### src/pkg/ft_parity_pkg.sv
// constants and carrier types for the core fault tolerance parity unit
// Function
// - check cache parity on every instruction or data cache hit
// - on cache parity error invalidate the line so it is refetched
// - with fault tolerance the data cache is write-through only
// - on cache write store parity: tag, icache data, each dcache word
// - translation parity error during lookup raises a translation miss
// - writing a translation entry via high/low registers stores one parity bit
// - reading an entry checks parity; on error its valid bit is cleared
// - branch target with bad parity is dropped; branch runs normally
// - storing a branch target stores one parity bit with it
// - with exception enable, local memory error raises ibus or dbus exception
// - bus exception during exception handling halts and sets fatal output
// - writing high entry register with valid clear invalidates that entry
// - synchronizing immediate branch with offset 4 clears branch target cache
package ft_parity_pkg;
   // =========================================================
   // sizes
   localparam int AW = 8;
   localparam int TAG_W = 20;
   localparam int LINE_W = 8;
   localparam int DC_WORDS = 4;
   localparam int XL_ENTRIES = 8;
   localparam int XL_IDX_W = 3;
   localparam int XL_VALID_POS = 6;
   localparam int BT_ENTRIES = 8;
   localparam int BT_IDX_W = 3;
   localparam logic [15:0] BT_FLUSH_OFFSET = 16'h0004;
   // =========================================================
   // register map (byte addresses)
   localparam logic [AW-1:0] CTRL_ADDR = 8'h00;
   localparam logic [AW-1:0] STATUS_ADDR = 8'h04;
   localparam logic [AW-1:0] XL_INDEX_ADDR = 8'h08;
   localparam logic [AW-1:0] XL_HIGH_ADDR = 8'h0C;
   localparam logic [AW-1:0] XL_LOW_ADDR = 8'h10;
   localparam logic [AW-1:0] XL_CMD_ADDR = 8'h14;
   localparam int CTRL_WB_BIT = 0;
   localparam int CTRL_WB_EFF_BIT = 1;
   localparam int XL_CMD_READ_BIT = 0;
   // status bits
   localparam int ST_IC = 0;
   localparam int ST_DC = 1;
   localparam int ST_XL = 2;
   localparam int ST_BT = 3;
   localparam int ST_IBUS = 4;
   localparam int ST_DBUS = 5;
   localparam int ST_FATAL = 6;
   localparam int ST_W = 7;
   localparam logic [1:0] RESP_OKAY = 2'h0;
   localparam logic [1:0] RESP_SLVERR = 2'h2;
   // =========================================================
   // carriers
   typedef struct packed {
      logic [31:0] hi;
      logic [31:0] lo;
      logic par;
   } xl_entry_t;
   typedef struct packed {
      logic valid;
      logic par;
      logic [31:0] addr;
   } bt_entry_t;
   typedef struct packed {
      logic awready;
      logic wready;
      logic arready;
      logic bvalid;
      logic rvalid;
      logic aw_got;
      logic w_got;
      logic [1:0] bresp;
      logic [1:0] rresp;
      logic [AW-1:0] awaddr;
      logic [31:0] wdata;
      logic [3:0] wstrb;
      logic [31:0] rdata;
      logic wb_req;
      logic [ST_W-1:0] status;
      logic [XL_IDX_W-1:0] xl_index;
      logic [31:0] xl_hi;
      logic [31:0] xl_lo;
      xl_entry_t [XL_ENTRIES-1:0] xl_mem;
      bt_entry_t [BT_ENTRIES-1:0] bt_mem;
      logic ic_tag_par;
      logic ic_data_par;
      logic ic_inval;
      logic [LINE_W-1:0] ic_inval_line;
      logic dc_tag_par;
      logic [DC_WORDS-1:0] dc_word_par;
      logic dc_inval;
      logic [LINE_W-1:0] dc_inval_line;
      logic dc_wb;
      logic xl_done;
      logic xl_miss;
      logic [31:0] xl_out_hi;
      logic [31:0] xl_out_lo;
      logic bt_hit;
      logic [31:0] bt_target;
      logic ibus_exc;
      logic dbus_exc;
      logic fatal;
   } ft_state_t;
endpackage

### src/hw/ft_parity.sv
// core fault tolerance unit: cache, translation and branch target parity
//
// Decided for this implementation: the AXI4-Lite slave port and the register addresses.
module ft_parity #(
   parameter bit FAULT_TOLERANT = 1'b1
) (
   // clock and reset
   input wire logic clk,
   input wire logic resetn,
   // register bus
   input wire logic [ft_parity_pkg::AW-1:0] s_axi_awaddr,
   input wire logic s_axi_awvalid,
   output logic s_axi_awready,
   input wire logic [31:0] s_axi_wdata,
   input wire logic [3:0] s_axi_wstrb,
   input wire logic s_axi_wvalid,
   output logic s_axi_wready,
   output logic [1:0] s_axi_bresp,
   output logic s_axi_bvalid,
   input wire logic s_axi_bready,
   input wire logic [ft_parity_pkg::AW-1:0] s_axi_araddr,
   input wire logic s_axi_arvalid,
   output logic s_axi_arready,
   output logic [31:0] s_axi_rdata,
   output logic [1:0] s_axi_rresp,
   output logic s_axi_rvalid,
   input wire logic s_axi_rready,
   // instruction cache
   input wire logic ic_wr,
   input wire logic [ft_parity_pkg::TAG_W-1:0] ic_wr_tag,
   input wire logic [31:0] ic_wr_data,
   output logic ic_wr_tag_par,
   output logic ic_wr_data_par,
   input wire logic ic_hit,
   input wire logic [ft_parity_pkg::LINE_W-1:0] ic_rd_line,
   input wire logic [ft_parity_pkg::TAG_W-1:0] ic_rd_tag,
   input wire logic ic_rd_tag_par,
   input wire logic [31:0] ic_rd_data,
   input wire logic ic_rd_data_par,
   output logic ic_inval,
   output logic [ft_parity_pkg::LINE_W-1:0] ic_inval_line,
   // data cache
   input wire logic dc_wr,
   input wire logic [ft_parity_pkg::TAG_W-1:0] dc_wr_tag,
   input wire logic [32*ft_parity_pkg::DC_WORDS-1:0] dc_wr_data,
   output logic dc_wr_tag_par,
   output logic [ft_parity_pkg::DC_WORDS-1:0] dc_wr_word_par,
   input wire logic dc_hit,
   input wire logic [ft_parity_pkg::LINE_W-1:0] dc_rd_line,
   input wire logic [ft_parity_pkg::TAG_W-1:0] dc_rd_tag,
   input wire logic dc_rd_tag_par,
   input wire logic [32*ft_parity_pkg::DC_WORDS-1:0] dc_rd_data,
   input wire logic [ft_parity_pkg::DC_WORDS-1:0] dc_rd_word_par,
   output logic dc_inval,
   output logic [ft_parity_pkg::LINE_W-1:0] dc_inval_line,
   output logic dc_write_back,
   // translation lookup
   input wire logic xl_req,
   input wire logic [ft_parity_pkg::XL_IDX_W-1:0] xl_index,
   output logic xl_done,
   output logic xl_miss,
   output logic [31:0] xl_out_hi,
   output logic [31:0] xl_out_lo,
   // branch target cache
   input wire logic bt_wr,
   input wire logic [ft_parity_pkg::BT_IDX_W-1:0] bt_wr_index,
   input wire logic [31:0] bt_wr_addr,
   input wire logic bt_lookup,
   input wire logic [ft_parity_pkg::BT_IDX_W-1:0] bt_index,
   output logic bt_hit,
   output logic [31:0] bt_target,
   input wire logic immediate_branch_op,
   input wire logic imm_branch_sync,
   input wire logic [15:0] imm_branch_offset,
   // local memory errors and exceptions
   input wire logic exception_enable_bit,
   input wire logic in_exception,
   input wire logic ibus_ue,
   input wire logic dbus_ue,
   output logic ibus_exc,
   output logic dbus_exc,
   output logic fatal_error_out
);
   ft_parity_pkg::ft_state_t s;
   ft_parity_pkg::ft_state_t n;
   logic [ft_parity_pkg::ST_W-1:0] st_set;
   logic [ft_parity_pkg::ST_W-1:0] st_clr;
   logic [31:0] wv;
   logic [32:0] view;
   logic ic_bad;
   logic dc_bad;
   logic xl_bad;
   logic bt_bad;
   logic bt_flush;
   logic exc_busy;
   ft_parity_pkg::xl_entry_t xe;
   ft_parity_pkg::bt_entry_t be;

   // =========================================================
   // register read view
   function automatic logic [32:0] rd_mux(
      input logic [ft_parity_pkg::AW-1:0] a,
      input ft_parity_pkg::ft_state_t st
   );
      logic [32:0] r;
      r = {1'b1, 32'h0000_0000};
      case (a)
         ft_parity_pkg::CTRL_ADDR:
         begin
            r[ft_parity_pkg::CTRL_WB_BIT] = st.wb_req;
            r[ft_parity_pkg::CTRL_WB_EFF_BIT] = st.dc_wb;
         end
         ft_parity_pkg::STATUS_ADDR:
            r[ft_parity_pkg::ST_W-1:0] = st.status;
         ft_parity_pkg::XL_INDEX_ADDR:
            r[ft_parity_pkg::XL_IDX_W-1:0] = st.xl_index;
         ft_parity_pkg::XL_HIGH_ADDR: r[31:0] = st.xl_hi;
         ft_parity_pkg::XL_LOW_ADDR: r[31:0] = st.xl_lo;
         ft_parity_pkg::XL_CMD_ADDR: r[31:0] = 32'h0000_0000;
         default: r = 33'h0_0000_0000;
      endcase
      return r;
   endfunction

   // =========================================================
   // next state
   always_comb
   begin
      n = s;
      st_set = '0;
      st_clr = '0;
      wv = 32'h0000_0000;
      view = 33'h0_0000_0000;
      xe = s.xl_mem[xl_index];
      be = s.bt_mem[bt_index];
      n.ic_inval = 1'b0;
      n.dc_inval = 1'b0;
      n.xl_done = 1'b0;
      n.bt_hit = 1'b0;
      n.ibus_exc = 1'b0;
      n.dbus_exc = 1'b0;

      // instruction cache: parity on write, check on hit
      if (ic_wr)
      begin
         n.ic_tag_par = ^ic_wr_tag;
         n.ic_data_par = ^ic_wr_data;
      end
      ic_bad = (^ic_rd_tag != ic_rd_tag_par) ||
         (^ic_rd_data != ic_rd_data_par);
      if (ic_hit && ic_bad)
      begin
         n.ic_inval = 1'b1;
         n.ic_inval_line = ic_rd_line;
         st_set[ft_parity_pkg::ST_IC] = 1'b1;
      end
      // data cache: one parity bit per word
      if (dc_wr)
      begin
         n.dc_tag_par = ^dc_wr_tag;
         for (int i = 0; i < ft_parity_pkg::DC_WORDS; i++)
            n.dc_word_par[i] = ^dc_wr_data[32*i +: 32];
      end
      dc_bad = (^dc_rd_tag != dc_rd_tag_par);
      for (int i = 0; i < ft_parity_pkg::DC_WORDS; i++)
         if (^dc_rd_data[32*i +: 32] != dc_rd_word_par[i])
            dc_bad = 1'b1;
      if (dc_hit && dc_bad)
      begin
         n.dc_inval = 1'b1;
         n.dc_inval_line = dc_rd_line;
         st_set[ft_parity_pkg::ST_DC] = 1'b1;
      end
      // translation lookup: bad parity looks like a miss
      xl_bad = (^{xe.hi, xe.lo} != xe.par);
      if (xl_req)
      begin
         n.xl_done = 1'b1;
         n.xl_out_hi = xe.hi;
         n.xl_out_lo = xe.lo;
         n.xl_miss = xl_bad || !xe.hi[ft_parity_pkg::XL_VALID_POS];
         st_set[ft_parity_pkg::ST_XL] = xl_bad;
      end
      // branch target cache
      bt_bad = (^be.addr != be.par);
      if (bt_lookup)
      begin
         n.bt_hit = be.valid && !bt_bad;
         n.bt_target = be.addr;
         st_set[ft_parity_pkg::ST_BT] = be.valid && bt_bad;
      end
      if (bt_wr)
      begin
         n.bt_mem[bt_wr_index].addr = bt_wr_addr;
         n.bt_mem[bt_wr_index].par = ^bt_wr_addr;
         n.bt_mem[bt_wr_index].valid = 1'b1;
      end
      // flush after the store so a same-cycle store is also dropped
      bt_flush = immediate_branch_op && imm_branch_sync &&
         (imm_branch_offset == ft_parity_pkg::BT_FLUSH_OFFSET);
      if (bt_flush)
         for (int i = 0; i < ft_parity_pkg::BT_ENTRIES; i++)
            n.bt_mem[i].valid = 1'b0;
      // an exception just raised counts as in progress: no one-cycle hole
      exc_busy = in_exception || s.ibus_exc || s.dbus_exc;
      if (exception_enable_bit && !s.fatal && (ibus_ue || dbus_ue))
      begin
         if (exc_busy)
         begin
            n.fatal = 1'b1;
            st_set[ft_parity_pkg::ST_FATAL] = 1'b1;
         end
         else
         begin
            n.ibus_exc = ibus_ue;
            n.dbus_exc = dbus_ue && !ibus_ue;
            st_set[ft_parity_pkg::ST_IBUS] = ibus_ue;
            st_set[ft_parity_pkg::ST_DBUS] = dbus_ue && !ibus_ue;
         end
      end
      // register bus write side
      if (s_axi_awvalid && s.awready)
      begin
         n.aw_got = 1'b1;
         n.awaddr = s_axi_awaddr;
      end
      if (s_axi_wvalid && s.wready)
      begin
         n.w_got = 1'b1;
         n.wdata = s_axi_wdata;
         n.wstrb = s_axi_wstrb;
      end
      if (s.bvalid && s_axi_bready)
         n.bvalid = 1'b0;
      if (s.aw_got && s.w_got && !s.bvalid)
      begin
         n.aw_got = 1'b0;
         n.w_got = 1'b0;
         n.bvalid = 1'b1;
         n.bresp = ft_parity_pkg::RESP_OKAY;
         view = rd_mux(s.awaddr, s);
         wv = view[31:0];
         for (int b = 0; b < 4; b++)
            if (s.wstrb[b])
               wv[8*b +: 8] = s.wdata[8*b +: 8];
         case (s.awaddr)
            ft_parity_pkg::CTRL_ADDR:
               n.wb_req = wv[ft_parity_pkg::CTRL_WB_BIT];
            ft_parity_pkg::STATUS_ADDR:
               st_clr = s.wstrb[0] ? s.wdata[ft_parity_pkg::ST_W-1:0] : '0;
            ft_parity_pkg::XL_INDEX_ADDR:
               n.xl_index = wv[ft_parity_pkg::XL_IDX_W-1:0];
            ft_parity_pkg::XL_LOW_ADDR:
               n.xl_lo = wv;
            ft_parity_pkg::XL_HIGH_ADDR:
            begin
               // commits high word with the staged low word
               n.xl_hi = wv;
               n.xl_mem[s.xl_index].hi = wv;
               n.xl_mem[s.xl_index].lo = s.xl_lo;
               n.xl_mem[s.xl_index].par = ^{wv, s.xl_lo};
            end
            ft_parity_pkg::XL_CMD_ADDR:
               if (wv[ft_parity_pkg::XL_CMD_READ_BIT])
               begin
                  n.xl_hi = s.xl_mem[s.xl_index].hi;
                  n.xl_lo = s.xl_mem[s.xl_index].lo;
                  if (^{s.xl_mem[s.xl_index].hi, s.xl_mem[s.xl_index].lo}
                     != s.xl_mem[s.xl_index].par)
                  begin
                     n.xl_hi[ft_parity_pkg::XL_VALID_POS] = 1'b0;
                     n.xl_mem[s.xl_index].hi[ft_parity_pkg::XL_VALID_POS] =
                        1'b0;
                     st_set[ft_parity_pkg::ST_XL] = 1'b1;
                  end
               end
            default: n.bresp = ft_parity_pkg::RESP_SLVERR;
         endcase
      end
      // register bus read side
      if (s_axi_arvalid && s.arready)
      begin
         view = rd_mux(s_axi_araddr, s);
         n.rvalid = 1'b1;
         n.rdata = view[31:0];
         n.rresp = view[32] ? ft_parity_pkg::RESP_OKAY
            : ft_parity_pkg::RESP_SLVERR;
      end
      else if (s.rvalid && s_axi_rready)
         n.rvalid = 1'b0;
      n.awready = !n.aw_got && !n.bvalid;
      n.wready = !n.w_got && !n.bvalid;
      n.arready = !n.rvalid;
      // sticky status: set beats clear; fatal only leaves through reset
      st_clr[ft_parity_pkg::ST_FATAL] = 1'b0;
      n.status = (s.status & ~st_clr) | st_set;
      n.dc_wb = n.wb_req && !FAULT_TOLERANT;
   end
   always_ff @(posedge clk or negedge resetn)
   begin
      if (!resetn)
         s <= '0;
      else
         s <= n;
   end

   // =========================================================
   // outputs
   assign s_axi_awready = s.awready;
   assign s_axi_wready = s.wready;
   assign s_axi_bresp = s.bresp;
   assign s_axi_bvalid = s.bvalid;
   assign s_axi_arready = s.arready;
   assign s_axi_rdata = s.rdata;
   assign s_axi_rresp = s.rresp;
   assign s_axi_rvalid = s.rvalid;
   assign ic_wr_tag_par = s.ic_tag_par;
   assign ic_wr_data_par = s.ic_data_par;
   assign ic_inval = s.ic_inval;
   assign ic_inval_line = s.ic_inval_line;
   assign dc_wr_tag_par = s.dc_tag_par;
   assign dc_wr_word_par = s.dc_word_par;
   assign dc_inval = s.dc_inval;
   assign dc_inval_line = s.dc_inval_line;
   assign dc_write_back = s.dc_wb;
   assign xl_done = s.xl_done;
   assign xl_miss = s.xl_miss;
   assign xl_out_hi = s.xl_out_hi;
   assign xl_out_lo = s.xl_out_lo;
   assign bt_hit = s.bt_hit;
   assign bt_target = s.bt_target;
   assign ibus_exc = s.ibus_exc;
   assign dbus_exc = s.dbus_exc;
   assign fatal_error_out = s.fatal;
endmodule

### config.mk
export PLATFORM = sky130hd
export DESIGN_NAME = ft_parity
export DESIGN_NICKNAME = d
export VERILOG_FILES = /design/src/pkg/ft_parity_pkg.sv /design/src/hw/ft_parity.sv
export SDC_FILE = /design/constraint.sdc
export NUM_CORES = 2
export LEC_CHECK = 0
export BUFFER_PORTS_ARGS = -buffer_cell sky130_fd_sc_hd__buf_2
export CAP_MARGIN = 20
export CORE_MARGIN = 5
export CORE_UTILIZATION = 45
export CTS_BUF_LIST = sky130_fd_sc_hd__clkbuf_4 sky130_fd_sc_hd__clkbuf_8
export DETAILED_ROUTE_END_ITERATION = 10
export PLACE_DENSITY = 0.71
export SLEW_MARGIN = 40
export SYNTH_ARGS = -nofsm -noshare
export SYNTH_HDL_FRONTEND = slang
export SYNTH_SLANG_ARGS = --single-unit
### constraint.sdc
create_clock -name clk -period 3.5 [get_ports clk]
set_input_delay 0.175 -clock clk [delete_from_list [all_inputs] [get_ports clk]]
set_output_delay 0.175 -clock clk [all_outputs]
set_load 0.02 [all_outputs]
==> impl_metrics.ini <==
[cts]
clock_latency_ns = 0.93
cts.htree.levels = 4
cts-buffers-inserted = 182
cts.clk_slew.worst_paths_ns = 0.07
cts_max_path_buffers = 3
cts_tree = built
cts.sinks = 1079
root_buffer = clkbuf_8

[sta]
min_period_over_period = 1.22
fin_worst_skew_ns = 0.0486
setup_viol = 42
holdWs_ns = 0.0505
worst_slack_ns = -0.779
finalHoldViolCount = 0
grt_setup_unrepaired = true
worstMarginPinSlew_ns = 0.911
fmax_ghz = 0.234
period_needed_ns = 4.28
slew_headroom = 0.386
slew_violations = 0

[global_route]
grt-ovfl-total = 0
grt_util_met1 = 0.350
grt_use_total = 0.282
use_met2 = 0.456
met3_usage = 0.0589
antenna_found_initial = 2
grt_max_degree = 103
grt_pass1_vias = 48464
busiest_layer = met2
grt_pass1_wl_um = 296000

[place]
dpl.hpwl_um = 138000
placed_cells = 7663
placed_area_mm2 = 0.0678
gp_congestion = 0.953
port_buffers = 717

[logic_synthesis]
synth_top_area_frac = 0.460
synth_async_sr_flop_share = 1.00
synth-edff-count = 0
synthTopCellsByArea = dfrtp_1 46%, mux4_2 12%, mux2_2 9.2%
synth_top_area_cell = dfrtp_1
yosysUniqueCellTypes = 68
ys_seq_area_frac = 0.460
yosysMostFrequentCell = dfrtp_1
syn_inst = 5031
syn_avg_cell_area_um2 = 11.7
syn_area_mm2 = 0.0587
synthFlopType = dfrtp_1
ys_top_cells_by_count = 1079 x dfrtp_1, 768 x nand2_1, 571 x xnor2_1
ys_ff_latch = 1079
ys_warn_count = 0

[floorplan]
die_x_um = 371
fp.dieArea_mm2 = 0.138
initial_utilization = 0.453
coreArea_mm2 = 0.130
ios = 721
dieHeight_um = 371
rows = 132

[critical_path]
critical-path-max-stage-delay_ns = 0.54
end_kind = register
startpoint_type = register
crit_chain = buf_6, buf_12, mux4_2, xor2_2, mux2i_2, buf_4, xnor2_2, xnor3_1, xnor2_2, xnor2_1, xnor3_2, or3b_4, a21oi_4, mux2_4
path_class = register to register
cp_slowest_cell = mux4_2
critPathMaxFanout = 5
crit_arrival_ns = 5.07
cp.required_ns = 4.29
crit_top_cell = xnor2_2

[route]
wl_um = 198000
drc = 0
dr.first_iter.drc_count = 4103
firstDrtPassIters = 8
vias = 46457
wl_per_cell_um = 23.8
viasPerCell = 5.60
postRouteAntennaNets = 0

[layout]
fillers = 10344
fin_cells = 8293
fin_nets = 6951
fin_util = 0.580
area_delta_synth_final_pct = 28.1
final_design_area_no_fill_mm2 = 0.0752
drive_gt1_frac = 0.410

[run]
max_cap_violations = 0

[status]
violations = negative setup slack
status = finished, violations left

[min_path]
hp-class = input pin to register

[power_and_ir_drop]
vdd_drop_max_mv = 1.42
power_density_mw_per_mm2 = 592
power_leakage_nw = 34.8
==> cells in the final DEF (no fill, tap or decap), types with 6 or more instances in the layout <==
| master | synthesis | final |
|---|---|---|
| mux2i_2 | 0 | 6 |
| o21ai_1 | 17 | 14 |
| clkinv_2 | 0 | 24 |
| mux2_4 | 2 | 6 |
| buf_6 | 6 | 9 |
| nand2_1 | 768 | 762 |
| or2_2 | 12 | 10 |
| mux4_1 | 17 | 9 |
| a21o_1 | 17 | 17 |
| buf_12 | 4 | 48 |
| mux4_2 | 316 | 324 |
| a221o_1 | 15 | 15 |
| a22o_1 | 21 | 21 |
| xnor2_1 | 571 | 556 |
| buf_4 | 158 | 672 |
| buf_2 | 18 | 710 |
| nor3_1 | 18 | 14 |
| nor2_1 | 221 | 215 |
| o21ai_2 | 0 | 9 |
| nand2b_1 | 10 | 8 |
| xnor2_2 | 0 | 15 |
| inv_1 | 17 | 16 |
| a221oi_1 | 29 | 29 |
| mux2i_1 | 174 | 168 |
| mux2_2 | 479 | 475 |
| dlygate4sd3_1 | 0 | 250 |
| clkbuf_8 | 0 | 242 |
| nor2b_1 | 9 | 9 |
| clkinvlp_4 | 0 | 6 |
| a21oi_1 | 140 | 138 |
| xor2_1 | 131 | 130 |
| clkbuf_4 | 0 | 49 |
| and2_1 | 11 | 10 |
| dfrtp_1 | 1079 | 1076 |
| a211oi_1 | 19 | 19 |
| a22oi_1 | 18 | 18 |
| o21ai_0 | 326 | 319 |
==> logic make-up after synthesis <==
kind of cell           count (synthesis)  synth area share
XOR/XNOR                             705             0.106
flip-flops                          1079             0.460
multiplexers                         988             0.251
AND/OR/NAND/NOR                     1086            0.0737
other                                  1         0.0000639
AO/OA/AOI/OAI                        633            0.0627
buffers and inverters                539            0.0468
==> power breakdown <==
group / internal, mW / total (mW) / switching (mW)
clock network: 7.07 / 12.6 / 5.48
registers: 14.0 / 15.3 / 1.30
logic: 7.84 / 16.7 / 8.84
total: 28.9 / 44.5 / 15.6
==> flip-flops by register name, indices dropped and copies added, names as in the netlist, 4 cells and up <==
name            count
bt_target          32
s                 913
s_axi_rdata        32
xl_out_hi          32
ic_inval_line       8
dc_wr_word_par      4
dc_inval_line       8
xl_out_lo          32
==> per-stage QoR <==
stage | power (mW) | worst slack, ns | setup TNS (ns)
after floorplan | 23.9 | -0.150 | -0.581
after global placement | 29.9 | -0.961 | -27.04
after detailed placement | 30.2 | -1.01 | -28.49
after CTS | 43.9 | -0.725 | -21.21
after global routing | 46.4 | -0.856 | -27.63
final | 44.5 | -0.779 | -24.25
==> cell type report <==
class / instances / area [µm²] / area share
flip-flops and latches: 1079 / 27000 / 0.359
clock buffers: 290 / 3680 / 0.0490
multi-input cells: 3415 / 29400 / 0.391
repair buffers: 1700 / 12400 / 0.165
well taps: 1742 / 2180 / 0.0290
diodes: 3 / 7.51 / 0.0000998
clock inverters: 43 / 413 / 0.00549
inverters: 21 / 78.8 / 0.00105
==> final timing paths <==
check / from / to / slack, ns / cells after the start
max in group asynchronous: resetn / s[279] / 1.62 / 6
min in group asynchronous: resetn / xl_out_lo[1] / 0.59 / 4
worst max-delay path: s[984] / s[699] / -0.78 / 14
worst min register to register: s_axi_rdata[4] / s_axi_rdata[4] / 0.48 / 2
worst max register to register: s[984] / s[699] / -0.78 / 14
worst min-delay path: dc_wr_data[40] / dc_wr_word_par[1] / 0.05 / 7
==> per-layer routing <==
layer  up-vias  part of all wire
li1      20218                 -
met1     23363              0.37
met2      2249              0.48
met3       627             0.081
met4         0             0.070
met5         -                 0
==> repair_timing <==
item / 4_1_cts / 5_1_grt
hold buffers: 250 / 0
endpoints found under the setup margin: 34 / 42
gates resized for setup: 37 / 35
pin swaps: 17 / 23
endpoints found under the hold margin: 1108 / 0
setup buffers: 17 / 24
gates cloned: 2 / 2
==> critical path: cells and delay by family, from the launching register on <==
kind                      cells  cell delay, ns
AOI/OAI and AO/OA             1            0.18
xor gates and xnor gates      6            1.52
buffers and inverters         3            0.44
DFF                           1            0.46
muxes                         3            1.08
and+or+nand+nor               1            0.46
Note: power is estimated with default switching activity, not from simulation.
